<file path="src/logic/le_uart_buf_defs.svh">
// Offsets, bit positions and reset values of the serial buffer and flag block.
// Assumes byte addressing on a 32-bit register bus, one word per register.
`ifndef LE_UART_BUF_DEFS_SVH
`define LE_UART_BUF_DEFS_SVH
// Register offsets
`define OFF_CMD         8'h04
`define OFF_STATUS      8'h08
`define OFF_RX_EXT_POP  8'h18
`define OFF_RX_BYTE     8'h1C
`define OFF_RX_PEEK     8'h20
`define OFF_TX_EXT      8'h24
`define OFF_TX_BYTE     8'h28
`define OFF_FLAGS       8'h2C
`define OFF_FLAG_SET    8'h30
`define OFF_FLAG_CLR    8'h34
`define OFF_ENABLES     8'h38
// Frame view fields
`define BIT_FRAMING_ERROR        15
`define BIT_PARITY_ERROR        14
`define BIT_RX_ON_AFTER 15
`define BIT_TX_OFF_AFTER 14
`define BIT_BREAK       13
// Event flag positions
`define FL_TX_DONE      0
`define FL_TX_ROOM      1
`define FL_RX_VALID     2
`define FL_RX_OVF       3
`define FL_RX_UNF       4
`define FL_TX_OVF       5
`define FL_PARITY_ERROR         6
`define FL_FRAMING_ERROR         7
`define FL_MPA          8
`define FL_START        9
`define FL_SIG          10
`define FLAG_W          11
`define FLAG_SW_MASK    11'h7F9
`define FLAG_RESET      11'h002
// Command bits
`define CMD_RX_ON       0
`define CMD_RX_OFF      1
`define CMD_TX_ON       2
`define CMD_TX_OFF      3
`define CMD_BLOCK_ON    4
`define CMD_BLOCK_OFF   5
`endif

</file>
<file path="src/logic/le_uart_buf_pkg.sv">
// Types shared by the serial buffer and flag block.
// Assumes the defs header is compiled alongside.
package le_uart_buf_pkg;
  // One received frame with its error marks
  typedef struct packed {
    logic       framing_error;
    logic       parity_error;
    logic [8:0] data;
  } rx_frame_t;
  // One frame to transmit with its per-frame controls
  typedef struct packed {
    logic       rx_on;
    logic       tx_off;
    logic       brk;
    logic [8:0] data;
  } tx_frame_t;
  // Kinds of frame the receive engine recognises
  typedef struct packed {
    logic sig;
    logic start;
    logic mpa;
  } rx_detect_t;
  // Bus slave phases
  typedef enum logic {
    BUS_IDLE = 1'b0,
    BUS_ACK  = 1'b1
  } bus_st_t;
endpackage

</file>
<file path="src/logic/le_uart_buf.sv">
// Buffers and event flags of a low-energy serial port, Avalon-MM slave.
// Assumes an external framing engine that hands over received frames
// as pulses and takes transmit frames with a valid/ready handshake.
`include "le_uart_buf_defs.svh"

// Overview of operation
// - Extended view returns frame, errors, pops
// - Peek view shows same frame without pop
// - Transmit-off control disables transmitter after frame
// - Break control replaces stop bits with zeros
// - Byte transmit view clears ninth bit, controls
// - Write to full buffer flags, discards
// - Read from empty buffer flags underflow
// - New frame over full shifter flags, overwrites
// - Frame reaching receive buffer sets valid flag
// - Room flag set on room, resets set
// - Done flag when buffer and shifter empty
// - Error flags only while blocking is off
// - Signal, start, address frames set flags
// - Only enabled flags request an interrupt
module le_uart_buf
  import le_uart_buf_pkg::*;
(
  // Clock and reset
  input  wire logic        CLOCK,
  input  wire logic        SYS_RST,
  // Avalon-MM slave
  input  wire logic [7:0]  AVS_ADDRESS,
  input  wire logic        AVS_READ,
  input  wire logic        AVS_WRITE,
  input  wire logic [31:0] AVS_WRITEDATA,
  output logic [31:0]      AVS_READDATA,
  output logic             AVS_WAITREQUEST,
  // Receive engine side
  input  wire logic        RX_FRAME_VALID,
  input  wire rx_frame_t   RX_FRAME,
  input  wire rx_detect_t  RX_DETECT,
  output logic             RX_ENABLE,
  // Transmit engine side
  output logic             TX_VALID,
  output tx_frame_t        TX_FRAME,
  input  wire logic        TX_READY,
  input  wire logic        TX_SENT,
  output logic             TX_ENABLE,
  // Interrupt request
  output logic             IRQ
);

  // Extended receive view, shared by pop and peek reads
  function automatic logic [31:0] ext_view(input rx_frame_t f);
    ext_view = {16'h0000, f.framing_error, f.parity_error, 5'h00, f.data};
  endfunction

  bus_st_t              st_q;
  logic                 wait_q;
  logic [31:0]          rdata_q;
  logic [`FLAG_W-1:0]   flags_q;
  logic [`FLAG_W-1:0]   en_q;
  logic                 irq_q;
  logic                 rx_on_q;
  logic                 tx_on_q;
  logic                 block_q;
  rx_frame_t            sh_q;
  logic                 sh_v_q;
  rx_frame_t            rxb_q;
  logic                 rxb_v_q;
  tx_frame_t            d0_q;
  tx_frame_t            d1_q;
  logic                 v0_q;
  logic                 v1_q;
  tx_frame_t            fl_q;
  logic                 busy_q;
  logic                 done_q;

  logic [7:0]           addr;
  logic                 acc;
  logic                 rd;
  logic                 wr;
  logic                 rd_pop;
  logic                 rx_pop;
  logic                 rx_acc;
  logic                 move;
  logic                 tx_wr;
  logic                 tx_push;
  logic                 tx_pop;
  tx_frame_t            tx_new;
  logic [`FLAG_W-1:0]   hw_set;
  logic [`FLAG_W-1:0]   hw_clr;
  logic [`FLAG_W-1:0]   sw_set;
  logic [`FLAG_W-1:0]   sw_clr;
  logic [`FLAG_W-1:0]   flags_d;

  // Request decode; an access happens once, on the idle edge
  assign addr   = {AVS_ADDRESS[7:2], 2'b00};
  assign acc    = (st_q == BUS_IDLE) && (AVS_READ || AVS_WRITE);
  assign rd     = acc && AVS_READ;
  assign wr     = acc && AVS_WRITE && !AVS_READ;
  assign rd_pop = rd && (addr == `OFF_RX_BYTE || addr == `OFF_RX_EXT_POP);
  assign rx_pop = rd_pop && rxb_v_q;

  // Bus handshake: waitrequest drops for exactly one cycle
  always_ff @(posedge CLOCK or posedge SYS_RST) begin
    if (SYS_RST) begin
      st_q   <= BUS_IDLE;
      wait_q <= 1'b1;
    end else begin
      case (st_q)
        BUS_IDLE: begin
          if (acc) begin
            st_q   <= BUS_ACK;
            wait_q <= 1'b0;
          end
        end
        BUS_ACK: begin
          st_q   <= BUS_IDLE;
          wait_q <= 1'b1;
        end
        default: begin
          st_q   <= BUS_IDLE;
          wait_q <= 1'b1;
        end
      endcase
    end
  end

  // Read data, captured on the access edge; unmapped reads give zero
  always_ff @(posedge CLOCK or posedge SYS_RST) begin
    if (SYS_RST) begin
      rdata_q <= 32'h0000_0000;
    end else if (rd) begin
      case (addr)
        `OFF_STATUS:     rdata_q <= {26'h000_0000, rxb_v_q, !v1_q, done_q, block_q, tx_on_q, rx_on_q};
        `OFF_RX_EXT_POP: rdata_q <= ext_view(rxb_q);
        `OFF_RX_PEEK:    rdata_q <= ext_view(rxb_q);
        `OFF_RX_BYTE:    rdata_q <= {24'h00_0000, rxb_q.data[7:0]};
        `OFF_FLAGS:      rdata_q <= {21'h00_0000, flags_q};
        `OFF_ENABLES:    rdata_q <= {21'h00_0000, en_q};
        default:         rdata_q <= 32'h0000_0000;
      endcase
    end
  end

  // Interrupt enables, one per flag at the same position
  always_ff @(posedge CLOCK or posedge SYS_RST) begin
    if (SYS_RST) begin
      en_q <= 11'h000;
    end else if (wr && addr == `OFF_ENABLES) begin
      en_q <= AVS_WRITEDATA[`FLAG_W-1:0];
    end
  end

  // Receiver, transmitter and blocking controls
  always_ff @(posedge CLOCK or posedge SYS_RST) begin
    if (SYS_RST) begin
      rx_on_q <= 1'b0;
      tx_on_q <= 1'b0;
      block_q <= 1'b0;
    end else begin
      if (wr && addr == `OFF_CMD) begin
        if (AVS_WRITEDATA[`CMD_RX_ON])     rx_on_q <= 1'b1;
        if (AVS_WRITEDATA[`CMD_RX_OFF])    rx_on_q <= 1'b0;
        if (AVS_WRITEDATA[`CMD_TX_ON])     tx_on_q <= 1'b1;
        if (AVS_WRITEDATA[`CMD_TX_OFF])    tx_on_q <= 1'b0;
        if (AVS_WRITEDATA[`CMD_BLOCK_ON])  block_q <= 1'b1;
        if (AVS_WRITEDATA[`CMD_BLOCK_OFF]) block_q <= 1'b0;
      end
      // Per-frame controls act when the engine reports the frame sent
      if (TX_SENT && busy_q && fl_q.rx_on)  rx_on_q <= 1'b1;
      if (TX_SENT && busy_q && fl_q.tx_off) tx_on_q <= 1'b0;
    end
  end

  // Receive path: shifter feeds a one-word buffer
  assign rx_acc = RX_FRAME_VALID && rx_on_q && !block_q;
  assign move   = sh_v_q && (!rxb_v_q || rx_pop);

  // Shift register stage; a new frame overwrites an unmoved one
  always_ff @(posedge CLOCK or posedge SYS_RST) begin
    if (SYS_RST) begin
      sh_v_q <= 1'b0;
      sh_q   <= '0;
    end else if (rx_acc) begin
      sh_v_q <= 1'b1;
      sh_q   <= RX_FRAME;
    end else if (move) begin
      sh_v_q <= 1'b0;
    end
  end

  // Receive buffer stage; reads pop it, peeks leave it
  always_ff @(posedge CLOCK or posedge SYS_RST) begin
    if (SYS_RST) begin
      rxb_v_q <= 1'b0;
      rxb_q   <= '0;
    end else if (move) begin
      rxb_v_q <= 1'b1;
      rxb_q   <= sh_q;
    end else if (rx_pop) begin
      rxb_v_q <= 1'b0;
    end
  end

  // Transmit write decode; the byte view drops bit 8 and all controls
  assign tx_wr   = wr && (addr == `OFF_TX_EXT || addr == `OFF_TX_BYTE);
  assign tx_push = tx_wr && !v1_q;
  assign tx_pop  = v0_q && TX_READY;
  always_comb begin
    tx_new = '0;
    if (addr == `OFF_TX_EXT) begin
      tx_new.data   = AVS_WRITEDATA[8:0];
      tx_new.rx_on  = AVS_WRITEDATA[`BIT_RX_ON_AFTER];
      tx_new.tx_off = AVS_WRITEDATA[`BIT_TX_OFF_AFTER];
      tx_new.brk    = AVS_WRITEDATA[`BIT_BREAK];
    end else begin
      tx_new.data   = {1'b0, AVS_WRITEDATA[7:0]};
    end
  end

  // Two-entry transmit buffer; head slot drives the engine directly
  // so a stalled engine fills the buffer, and writes to a full buffer are discarded
  always_ff @(posedge CLOCK or posedge SYS_RST) begin
    if (SYS_RST) begin
      v0_q <= 1'b0;
      v1_q <= 1'b0;
      d0_q <= '0;
      d1_q <= '0;
    end else begin
      case ({tx_pop, tx_push})
        2'b11: begin
          d0_q <= v1_q ? d1_q : tx_new;
          d1_q <= tx_new;
          v1_q <= v1_q;
        end
        2'b10: begin
          d0_q <= d1_q;
          v0_q <= v1_q;
          v1_q <= 1'b0;
        end
        2'b01: begin
          if (!v0_q) begin
            d0_q <= tx_new;
            v0_q <= 1'b1;
          end else begin
            d1_q <= tx_new;
            v1_q <= 1'b1;
          end
        end
        default: begin
          v0_q <= v0_q;
        end
      endcase
    end
  end

  // Frame in the engine's shifter, and the completion level
  always_ff @(posedge CLOCK or posedge SYS_RST) begin
    if (SYS_RST) begin
      busy_q <= 1'b0;
      fl_q   <= '0;
      done_q <= 1'b0;
    end else begin
      if (tx_pop) begin
        busy_q <= 1'b1;
        fl_q   <= d0_q;
        done_q <= 1'b0;
      end else if (TX_SENT) begin
        busy_q <= 1'b0;
        if (!v0_q) done_q <= 1'b1;
      end
    end
  end

  // Hardware events per flag bit
  always_comb begin
    hw_set = '0;
    hw_set[`FL_TX_DONE]  = TX_SENT && busy_q && !v0_q && !tx_pop;
    hw_set[`FL_TX_ROOM]  = v1_q && tx_pop;
    hw_set[`FL_RX_VALID] = move;
    hw_set[`FL_RX_OVF]   = rx_acc && sh_v_q && !move;
    hw_set[`FL_RX_UNF]   = rd_pop && !rxb_v_q;
    hw_set[`FL_TX_OVF]   = tx_wr && v1_q;
    hw_set[`FL_PARITY_ERROR]     = rx_acc && RX_FRAME.parity_error;
    hw_set[`FL_FRAMING_ERROR]     = rx_acc && RX_FRAME.framing_error;
    hw_set[`FL_MPA]      = rx_on_q && RX_DETECT.mpa;
    hw_set[`FL_START]    = rx_on_q && RX_DETECT.start;
    hw_set[`FL_SIG]      = rx_on_q && RX_DETECT.sig;
    // Level-style flags follow their buffers when software cannot clear them
    hw_clr = '0;
    hw_clr[`FL_TX_ROOM]  = v1_q;
    hw_clr[`FL_RX_VALID] = !rxb_v_q;
  end

  // Software set and clear masks; bits 2:1 are not writable
  assign sw_set = (wr && addr == `OFF_FLAG_SET) ? (AVS_WRITEDATA[`FLAG_W-1:0] & `FLAG_SW_MASK) : '0;
  assign sw_clr = (wr && addr == `OFF_FLAG_CLR) ? (AVS_WRITEDATA[`FLAG_W-1:0] & `FLAG_SW_MASK) : '0;

  // Each flag: any set beats any clear in the same cycle
  genvar gi;
  generate
    for (gi = 0; gi < `FLAG_W; gi = gi + 1) begin : g_flag
      assign flags_d[gi] = hw_set[gi] || sw_set[gi] || (flags_q[gi] && !sw_clr[gi] && !hw_clr[gi]);
    end
  endgenerate

  // Flag register; room flag starts set
  always_ff @(posedge CLOCK or posedge SYS_RST) begin
    if (SYS_RST) begin
      flags_q <= `FLAG_RESET;
    end else begin
      flags_q <= flags_d;
    end
  end

  // Interrupt request from enabled flags only
  always_ff @(posedge CLOCK or posedge SYS_RST) begin
    if (SYS_RST) begin
      irq_q <= 1'b0;
    end else begin
      irq_q <= |(flags_q & en_q);
    end
  end

  // Outputs, all from flip-flops
  assign AVS_READDATA    = rdata_q;
  assign AVS_WAITREQUEST = wait_q;
  assign RX_ENABLE       = rx_on_q;
  assign TX_ENABLE       = tx_on_q;
  assign TX_VALID        = v0_q;
  assign TX_FRAME        = d0_q;
  assign IRQ             = irq_q;
endmodule

</file>
<file path="config.mk">
export PLATFORM = sky130hd
export DESIGN_NAME = le_uart_buf
export DESIGN_NICKNAME = d
export VERILOG_FILES = /design/src/logic/le_uart_buf_pkg.sv /design/src/logic/le_uart_buf.sv
export VERILOG_INCLUDE_DIRS = /design/src /design/src/logic
export SDC_FILE = /design/constraint.sdc
export NUM_CORES = 1
export LEC_CHECK = 0
export BUFFER_PORTS_ARGS = -buffer_cell sky130_fd_sc_hd__buf_4
export CORE_MARGIN = 5
export CORE_UTILIZATION = 25
export DETAILED_ROUTE_END_ITERATION = 6
export MAX_ROUTING_LAYER = met4
export PLACE_DENSITY = 0.56
export SLEW_MARGIN = 20
export SYNTH_ARGS = -nofsm -noshare
export SYNTH_HDL_FRONTEND = slang
export SYNTH_SLANG_ARGS = --single-unit
</file>
<file path="constraint.sdc">
create_clock -name CLOCK -period 2.8 [get_ports CLOCK]
set_input_delay 0.14 -clock CLOCK [delete_from_list [all_inputs] [get_ports CLOCK]]
set_output_delay 0.14 -clock CLOCK [all_outputs]
set_load 0.01 [all_outputs]
</file>
==> impl_metrics.toml, run 1 <==
[grt]
antenna_found_initial = 0
grt_usage = 0.118
grt_pass1_wl_mm = 19.5
grt_pass1_vias = 3566
gr-total-overflow = 0
grt_max_degree = 38

[floorplanning]
start_util = 0.253
dieArea_mm2 = 0.0216
io_pins = 110
core_area_mm2 = 0.0186
die_w_um = 147
row_count = 50
die_h_um = 147

[routing]
drcViolationCount = 0
wl_per_cell_um = 17.1
first_pass_iters = 4
drt_iter0_markers = 168
ant_nets = 0
drt_wl_total_mm = 12.3
vias = 3412
viasPerCell = 4.75

[pwr]
peakVddDrop_v = 0.000303
power_frac_clock = 0.342
powerDensity_mw_per_mm2 = 585
p_int_w = 0.00250
p_switching_w = 0.000864
switching_share = 0.257
seq_power_share = 0.506
power_leakage_nw = 2.72
p_comb_frac = 0.152

[layout]
mostFrequentLayoutCell = "dfrtp_1"
final_cells = 719
layout_common_cells = "93 x dfrtp_1, 85 x buf_4, 46 x mux2_2"
layout-drive-gt1-share = 0.346
design_area_mm2 = 0.00575
fin_util = 0.310
area_growth_pct = 22.5
diodes = 0
final_nets = 545

[sta]
finalHoldViolations = 0
worst_pin_slew_ps = 802
maxSlewHeadroom = 0.463
clock_skew_ps = 5.90
finalSetupTns_ps = 0
rsz0062_at_grt = "no"
period_share = 0.907
fmax_mhz = 394
slew_viol_final = 0
setup_viol_count_final = 0
post-route-min-period_ps = 2540

[min_path]
hp-class = "in2reg"

[yosys]
ys_ff_latch = 95
async_reset_ff_frac = 1.00
ys.flop_type = "dfrtp_1"
syn_avg_cell_area_um2 = 11.7
yosys-top-cells-area = "dfrtp_1 50%, mux2_2 11%, nand2_1 3.4%, buf_4 3.2%, mux2_4 2.9%"
yosysTopAreaCell = "dfrtp_1"
synth_top_area_frac = 0.495
synth_area_mm2 = 0.00470
ys_types = 58
ys_warn_count = 0
synth-edff-count = 0
ys_seq_area_frac = 0.507
synthCells = 403

[cts]
cts_tree = "built"
cts_made_buffers = 9
clkLatencyLatePin_ps = 340
path_clk_slew_ps = 60
cts_max_path_buffers = 2
cts.sink_count = 95
root_buffer = "clkbuf_16"
ctsHtreeMaxLevel = 3

[outcome]
status = "finished, final reports clean"

[setup_path]
cpPeakStageDelay_ps = 430
critical-path-top-delay-family = "multiplexers"
worstPathRequired_ps = 3020
path_common_cell = "mux2_2"
cp_num_buf_inv = 2
crit_type = "reg2reg"
arrival_ps = 2760
crit_chain = "nor3b_1 > nand4_1 > buf_4 > nand2b_1 > inv_1 > ha_1 > mux2_2 > a22o_1 > mux2_2"
critPathMaxFanout = 10
cp-end-kind = "register"
crit_slowest_cell = "dfrtp_1"
startpoint_type = "register"

[placed_design]
dp_cells = 701
place_congestion = 0.816
dpl.hpwl_mm = 9.32
place_area_mm2 = 0.00545
port_buffers = 70

[job]
drv_cap = 0
## layer usage
| layer | vias up | share of wire | GRT usage |
|---|---|---|---|
| met5 | - | 0 | - |
| met4 | 0 | 0.012 | 0.0289 |
| met3 | 12 | 0.062 | 0.0318 |
| met2 | 111 | 0.44 | 0.177 |
| met1 | 1700 | 0.48 | 0.161 |
| li1 | 1589 | - | - |
## final timing paths
| check | from | endpoint | slack (ps) | depth (start not counted) |
|---|---|---|---|---|
| hold reg to reg | sh_q[10]$_DFFE_PP0N_ | sh_q[10]$_DFFE_PP0N_ | 480 | 1 |
| setup / recovery | st_q$_DFF_PP0_ | TX_FRAME[3]$_DFFE_PP0P_ | 260 | 9 |
| setup reg to reg | st_q$_DFF_PP0_ | TX_FRAME[3]$_DFFE_PP0P_ | 260 | 9 |
| min in group asynchronous | SYS_RST | AVS_READDATA[10]$_DFFE_PP0P_ | 450 | 3 |
| max in group asynchronous | SYS_RST | AVS_WAITREQUEST$_DFFE_PP1P_ | 1570 | 4 |
| hold / removal | RX_FRAME[2] | sh_q[2]$_DFFE_PP0N_ | 30 | 2 |
## synthesized netlist by cell type (all sizes together), types with 5 or more instances
library cell and n:
a221o 8, buf 28, clkbuf 10, inv 11, nor2 15, a22o 11
a221oi 6, o21ai 13, nor3b 7, nand2 44, a31oi 6, a21boi 11
mux2i 5, a2bb2oi 8, dfrtp 93, mux2 55, a21oi 8, a22oi 11
## kinds of logic (layout without fill, tap and decap cells)
group | Yosys count | count (layout) | synth area share
AND/OR/NAND/NOR | 99 | 99 | 0.114
multiplexers | 60 | 60 | 0.150
adder cells (fa/ha/maj) | 3 | 3 | 0.00799
buffers and inverters | 49 | 113 | 0.0610
AO/OA/AOI/OAI | 95 | 95 | 0.158
other | 1 | 19 | 0.000798
flip-flops | 95 | 95 | 0.507
XOR/XNOR | 1 | 1 | 0.00186
## repair_timing
item | CTS | global route
setup endpoints to repair | 0 | 18
hold endpoints to repair | 34 | 0
setup buffers | 0 | 1
hold buffers | 2 | 0
gates resized for setup | 0 | 1
## flip-flops by register name, summed over array words and instances, names as in the netlist, named ones only
signal,cells
busy_q,1
TX_VALID,1
v1_q,1
TX_FRAME,12
rxb_v_q,1
IRQ,1
fl_q,2
flags_q,10
block_q,1
done_q,1
RX_ENABLE,1
sh_v_q,1
TX_ENABLE,1
st_q,1
AVS_READDATA,13
sh_q,11
AVS_WAITREQUEST,1
d1_q,12
rxb_q,11
en_q,11
## worst register-to-register path: cells and delay by family (launching register included)
kind	cells	cell delay [ps]
and+or+nand+nor	3	590
AOI/OAI and AO/OA	1	270
adders and majority gates	1	250
DFF	1	430
muxes	2	640
buffers and inverters	2	260
## stage by stage
| step | power, W | hold slack, ps | setup WS (ps) |
|---|---|---|---|
| 2_1_floorplan | 0.00205 | 226 | 117 |
| 4_1_cts | 0.00340 | 19.6 | 176 |
| 6_report | 0.00336 | 31.4 | 260 |
| 3_3_place_gp | 0.00222 | 246 | 226 |
| 3_5_place_dp | 0.00224 | 256 | 209 |
| 5_1_grt | 0.00352 | 18.2 | 47.9 |
## final cells by class
type	count	area (µm²)
fillers	1897	12800
well taps	234	293
multi-input cells	277	2100
clock buffers	13	260
flip-flops and latches	95	2380
inverters	11	42.5
clock inverters	2	16.3
repair buffers	87	658
## power groups by stage
stage / clock [W] / sequential, W / combinational, W
2_1_floorplan: 0 / 0.00169 / 0.000360
3_3_place_gp: 0 / 0.00172 / 0.000500
5_1_grt: 0.00124 / 0.00172 / 0.000562
6_report: 0.00115 / 0.00170 / 0.000510
4_1_cts: 0.00119 / 0.00170 / 0.000516
3_5_place_dp: 0 / 0.00172 / 0.000513
(Power assumes the default switching activity.)
==> run 2, diff against run 1 <==
--- a/config.mk
+++ b/config.mk
@@ -9,6 +9,7 @@
 export BUFFER_PORTS_ARGS = -buffer_cell sky130_fd_sc_hd__buf_4
 export CORE_MARGIN = 5
 export CORE_UTILIZATION = 25
+export CTS_BUF_LIST = sky130_fd_sc_hd__clkbuf_8
 export DETAILED_ROUTE_END_ITERATION = 6
 export MAX_ROUTING_LAYER = met4
 export PLACE_DENSITY = 0.56
==> impl_metrics.toml, run 2 (synthesis gave the netlist of run 1 again) <==
[outcome]
status = "finished, final reports clean"

[cts]
cts_tree = "built"
path_clk_slew_ps = 90
clkLatencyLatePin_ps = 360
cts_max_path_buffers = 2
cts.sink_count = 95
root_buffer = "clkbuf_8"
cts_made_buffers = 9
ctsHtreeMaxLevel = 3

[routing]
drt_wl_total_mm = 12.3
drt_iter0_markers = 163
first_pass_iters = 4
ant_nets = 0
highest_layer = "met4"
wl_met1_mm = 5.92
wl_per_cell_um = 17.0
dr_wl_met3_um = 745
viasPerCell = 4.68
vias = 3402
drcViolationCount = 0
routed-wl-met2_mm = 5.57

[layout]
n_fill_cell = 1906
final_nets = 553
layout-drive-gt1-share = 0.341
multi_input_area_mm2 = 0.00210
mostFrequentLayoutCell = "dfrtp_1"
layout_common_cells = "93 x dfrtp_1, 85 x buf_4, 46 x mux2_2"
diodes = 0
largest_reg_flops = 13
final_cells = 727
area_growth_pct = 22.0
fin_util = 0.308
seq_area_mm2 = 0.00238

[pwr]
powerDensity_mw_per_mm2 = 532
switching_share = 0.272
p_comb_frac = 0.171
seq_power_share = 0.558
p_int_w = 0.00222
p_switching_w = 0.000827
power_leakage_nw = 2.71
power_frac_clock = 0.272
peakVddDrop_v = 0.000227

[setup_path]
critical-path-top-delay-family = "multiplexers"
critPathMaxFanout = 10
arrival_ps = 2810
crit_path_end = "TX_FRAME[4]$_DFFE_PP0P_"
r2r-end = "TX_FRAME[4]$_DFFE_PP0P_"
startpoint_type = "register"
reg2reg_depth = 9
cp-end-kind = "register"
cp-startpoint = "st_q$_DFF_PP0_"
crit_slowest_cell = "dfrtp_1"
worstPathRequired_ps = 3050
path_common_cell = "mux2_2"
r2r-start = "st_q$_DFF_PP0_"
cp_num_buf_inv = 2
crit_chain = "nor3b_1 > nand4_1 > buf_4 > nand2b_1 > inv_1 > ha_1 > mux2_2 > a22o_1 > mux2_2"
crit_cells = 9
r2r_setup_slack_ps = 240
cpPeakStageDelay_ps = 440
crit_type = "reg2reg"

[floorplanning]
start_util = 0.253
die_w_um = 147
io_pins = 110
die_h_um = 147
core_area_mm2 = 0.0186
row_count = 50
dieArea_mm2 = 0.0216

[placed_design]
pre_cts_ws_ps = 209
port_buffers = 70
dpl.hpwl_mm = 9.32
place_congestion = 0.816
dp_cells = 701

[grt]
grt_pass1_vias = 3573
grt_pass1_wl_mm = 19.5
grt_usage = 0.118
grt_max_degree = 38
gr-total-overflow = 0
antenna_found_initial = 0

[sta]
setup_slack_ps = 241
finalSetupTns_ps = 0
setup_viol_count_final = 0
rsz0062_at_grt = "no"
post-route-min-period_ps = 2560
period_share = 0.914
worst_pin_slew_ps = 814
slew_viol_final = 0
fmax_mhz = 391
maxSlewHeadroom = 0.455
fin_hold_ws_ps = 19.9
clock_skew_ps = 7.37
finalHoldViolations = 0

[min_path]
hp-class = "in2reg"

[job]
drv_cap = 0
## run 2: cell types whose count changed in the layout (fill, tap and decap cells not counted)
cell	before	now
clkbuf_8	2	11
dlygate4sd3_1	2	10
clkbuf_16	9	0
clkbuf_1	2	0
inv_1	10	12
## run 2: worst min-delay path by stage
stage	from	end	slack, ps	cells after the start
6_report	RX_FRAME[6]	sh_q[6]$_DFFE_PP0N_	20	2
5_1_grt	RX_FRAME[5]	sh_q[5]$_DFFE_PP0N_	0.8	2
4_1_cts	AVS_WRITEDATA[10]	flags_q[10]$_DFF_PP0_	0.7	2
3_5_place_dp	SYS_RST	AVS_READDATA[10]$_DFFE_PP0P_	260	2
3_3_place_gp	SYS_RST	AVS_READDATA[10]$_DFFE_PP0P_	250	2
2_1_floorplan	AVS_WRITEDATA[5]	block_q$_DFFE_PP0P_	230	1
## run 2: routing by layer
| metal | track usage | up-vias |
|---|---|---|
| met3 | 0.0315 | 7 |
| met4 | 0.0238 | 0 |
| li1 | - | 1599 |
| met2 | 0.178 | 106 |
| met1 | 0.160 | 1690 |
| met5 | - | - |
## run 2: layout make-up
type                       instances  share of cell area
timing repair buffer              95               0.129
multi-input combinational        277               0.367
inverter                          11             0.00742
tap                              234              0.0511
clock buffer                      11              0.0264
clock inverter                     4             0.00415
sequential                        95               0.415
## run 2: repair_timing
item                                    in CTS  in global routing
endpoints found under the setup margin       0                 18
setup buffers                                0                  1
resized for setup                            0                  1
hold buffers                                 8                  2
hold endpoints to repair                    40                  2
## run 2: stage by stage
step                      power, W  instance area [µm²]
final                      0.00305                 5730
after CTS                  0.00309                 5700
after floorplan            0.00205                 4770
after global placement     0.00222                 5450
after detailed placement   0.00224                 5450
after global routing       0.00320                 5730
## run 2: power groups by stage
stage                     Combinational, W  Clock [W]  Sequential, W
after floorplan                   0.000360          0        0.00169
after global placement            0.000500          0        0.00172
after detailed placement          0.000513          0        0.00172
after CTS                         0.000524   0.000865        0.00170
after global routing              0.000571   0.000907        0.00172
final                             0.000519   0.000827        0.00170
## run 2: worst reg2reg max path, cell delays in order, from the launching register on
cell,delay (ps)
dfrtp_1,440
nor3b_1,300
nand4_1,130
buf_4,180
nand2b_1,160
inv_1,80
ha_1,250
mux2_2,380
a22o_1,270
mux2_2,260
==> run 3, diff against run 2 <==
--- a/config.mk
+++ b/config.mk
@@ -11,7 +11,6 @@
 export CORE_UTILIZATION = 25
 export CTS_BUF_LIST = sky130_fd_sc_hd__clkbuf_8
 export DETAILED_ROUTE_END_ITERATION = 6
-export MAX_ROUTING_LAYER = met4
 export PLACE_DENSITY = 0.56
 export SLEW_MARGIN = 20
 export SYNTH_ARGS = -nofsm -noshare
==> impl_metrics.toml, run 3 (synthesis gave the netlist of run 1 again) <==
[outcome]
status = "finished, final reports clean"

[floorplanning]
core_area_mm2 = 0.0186
row_count = 50
die_w_um = 147
start_util = 0.253
dieArea_mm2 = 0.0216
die_h_um = 147
io_pins = 110

[layout]
area_growth_pct = 21.8
mostFrequentLayoutCell = "dfrtp_1"
n_fill_cell = 1907
diodes = 0
layout-drive-gt1-share = 0.341
fin_util = 0.308
seq_area_mm2 = 0.00238
largest_reg_flops = 13
multi_input_area_mm2 = 0.00210
final_nets = 552
layout_common_cells = "93 x dfrtp_1, 85 x buf_4, 46 x mux2_2"

[routing]
drt_wl_total_mm = 12.3
drcViolationCount = 0
vias = 3401
ant_nets = 0
first_pass_iters = 4
drt_iter0_markers = 183
viasPerCell = 4.68
wl_per_cell_um = 17.0

[pwr]
powerDensity_mw_per_mm2 = 533
peakVddDrop_v = 0.000228
p_comb_frac = 0.170
power_leakage_nw = 2.71
seq_power_share = 0.558
p_switching_w = 0.000831
p_int_w = 0.00222
switching_share = 0.272
power_frac_clock = 0.272

[sta]
setup_viol_count_final = 0
maxSlewHeadroom = 0.460
fin_hold_ws_ps = 20.5
post-route-min-period_ps = 2570
setup_slack_ps = 235
fmax_mhz = 390
clock_skew_ps = 7.55
rsz0062_at_grt = "no"
worst_pin_slew_ps = 807
finalSetupTns_ps = 0
slew_viol_final = 0
finalHoldViolations = 0
period_share = 0.916

[setup_path]
path_common_cell = "mux2_2"
arrival_ps = 2810
crit_chain = "nor3b_1 > nand4_1 > buf_4 > nand2b_1 > inv_1 > ha_1 > mux2_2 > a22o_1 > mux2_2"
cpPeakStageDelay_ps = 440
crit_slowest_cell = "dfrtp_1"
crit_type = "reg2reg"
startpoint_type = "register"
worstPathRequired_ps = 3050
critical-path-top-delay-family = "multiplexers"
critPathMaxFanout = 10
cp_num_buf_inv = 2
cp-end-kind = "register"

[grt]
grt_pass1_vias = 3562
grt_max_degree = 38
antenna_found_initial = 0
gr-total-overflow = 0
grt_usage = 0.114
grt_pass1_wl_mm = 19.5

[placed_design]
pre_cts_ws_ps = 209
dpl.hpwl_mm = 9.32
port_buffers = 70
place_congestion = 0.804

[min_path]
hp-class = "in2reg"

[cts]
clkLatencyLatePin_ps = 360
cts_made_buffers = 9
ctsHtreeMaxLevel = 3
cts.sink_count = 95
cts_max_path_buffers = 2
cts_tree = "built"
root_buffer = "clkbuf_8"
path_clk_slew_ps = 90

[job]
drv_cap = 0
run 3: area by class of cell:
class	instances	share of cell area
flip-flops and latches	95	0.416
clock buffers	11	0.0265
multi-input cells	277	0.368
well taps	234	0.0512
repair buffers	94	0.127
inverters	11	0.00743
clock inverters	4	0.00415
run 3: worst reg2reg max path, cell delays in order, from the launching register on:
cell      delay, ps
dfrtp_1         440
nor3b_1         300
nand4_1         130
buf_4           180
nand2b_1        160
inv_1            80
ha_1            250
mux2_2          390
a22o_1          260
mux2_2          260
run 3: metrics by stage:
stage / total power, W / instances / area [µm²]
finish: 0.00305 / 726 / 5720
global route: 0.00320 / 726 / 5720
CTS: 0.00309 / 724 / 5700
detailed placement: 0.00224 / 701 / 5450
global placement: 0.00222 / 701 / 5450
floorplan: 0.00205 / 421 / 4770
run 3: power by group through the flow:
stage / logic (W) / registers, W / clock network (W)
after floorplan: 0.000360 / 0.00169 / 0
after global placement: 0.000500 / 0.00172 / 0
final: 0.000518 / 0.00170 / 0.000830
after global routing: 0.000570 / 0.00172 / 0.000906
after detailed placement: 0.000513 / 0.00172 / 0
after CTS: 0.000524 / 0.00170 / 0.000865
run 3: worst paths after layout:
kind / cells after the start / slack, ps / start / endpoint
worst min-delay path: 2 / 20 / AVS_WRITEDATA[10] / flags_q[10]$_DFF_PP0_
worst min register to register: 1 / 480 / sh_q[10]$_DFFE_PP0N_ / sh_q[10]$_DFFE_PP0N_
min in group asynchronous: 3 / 410 / SYS_RST / AVS_READDATA[10]$_DFFE_PP0P_
worst max-delay path: 9 / 230 / st_q$_DFF_PP0_ / TX_FRAME[4]$_DFFE_PP0P_
max in group asynchronous: 4 / 1610 / SYS_RST / AVS_WAITREQUEST$_DFFE_PP1P_
worst max register to register: 9 / 230 / st_q$_DFF_PP0_ / TX_FRAME[4]$_DFFE_PP0P_
run 3: per-layer routing:
| metal | part of all wire | up-vias | wire length, µm | track usage |
|---|---|---|---|---|
| li1 | - | 1600 | - | - |
| met1 | 0.48 | 1689 | 5890 | 0.159 |
| met2 | 0.45 | 105 | 5530 | 0.178 |
| met3 | 0.068 | 7 | 841 | 0.0333 |
| met4 | 0.0072 | 0 | 89 | 0.0238 |
| met5 | 0 | - | 0 | 0 |
run 3: repair_timing:
action | 4_1_cts | 5_1_grt
resized for setup | 0 | 1
endpoints found under the setup margin | 0 | 18
hold endpoints to repair | 40 | 1
hold buffers | 8 | 1
buffers inserted | 0 | 1
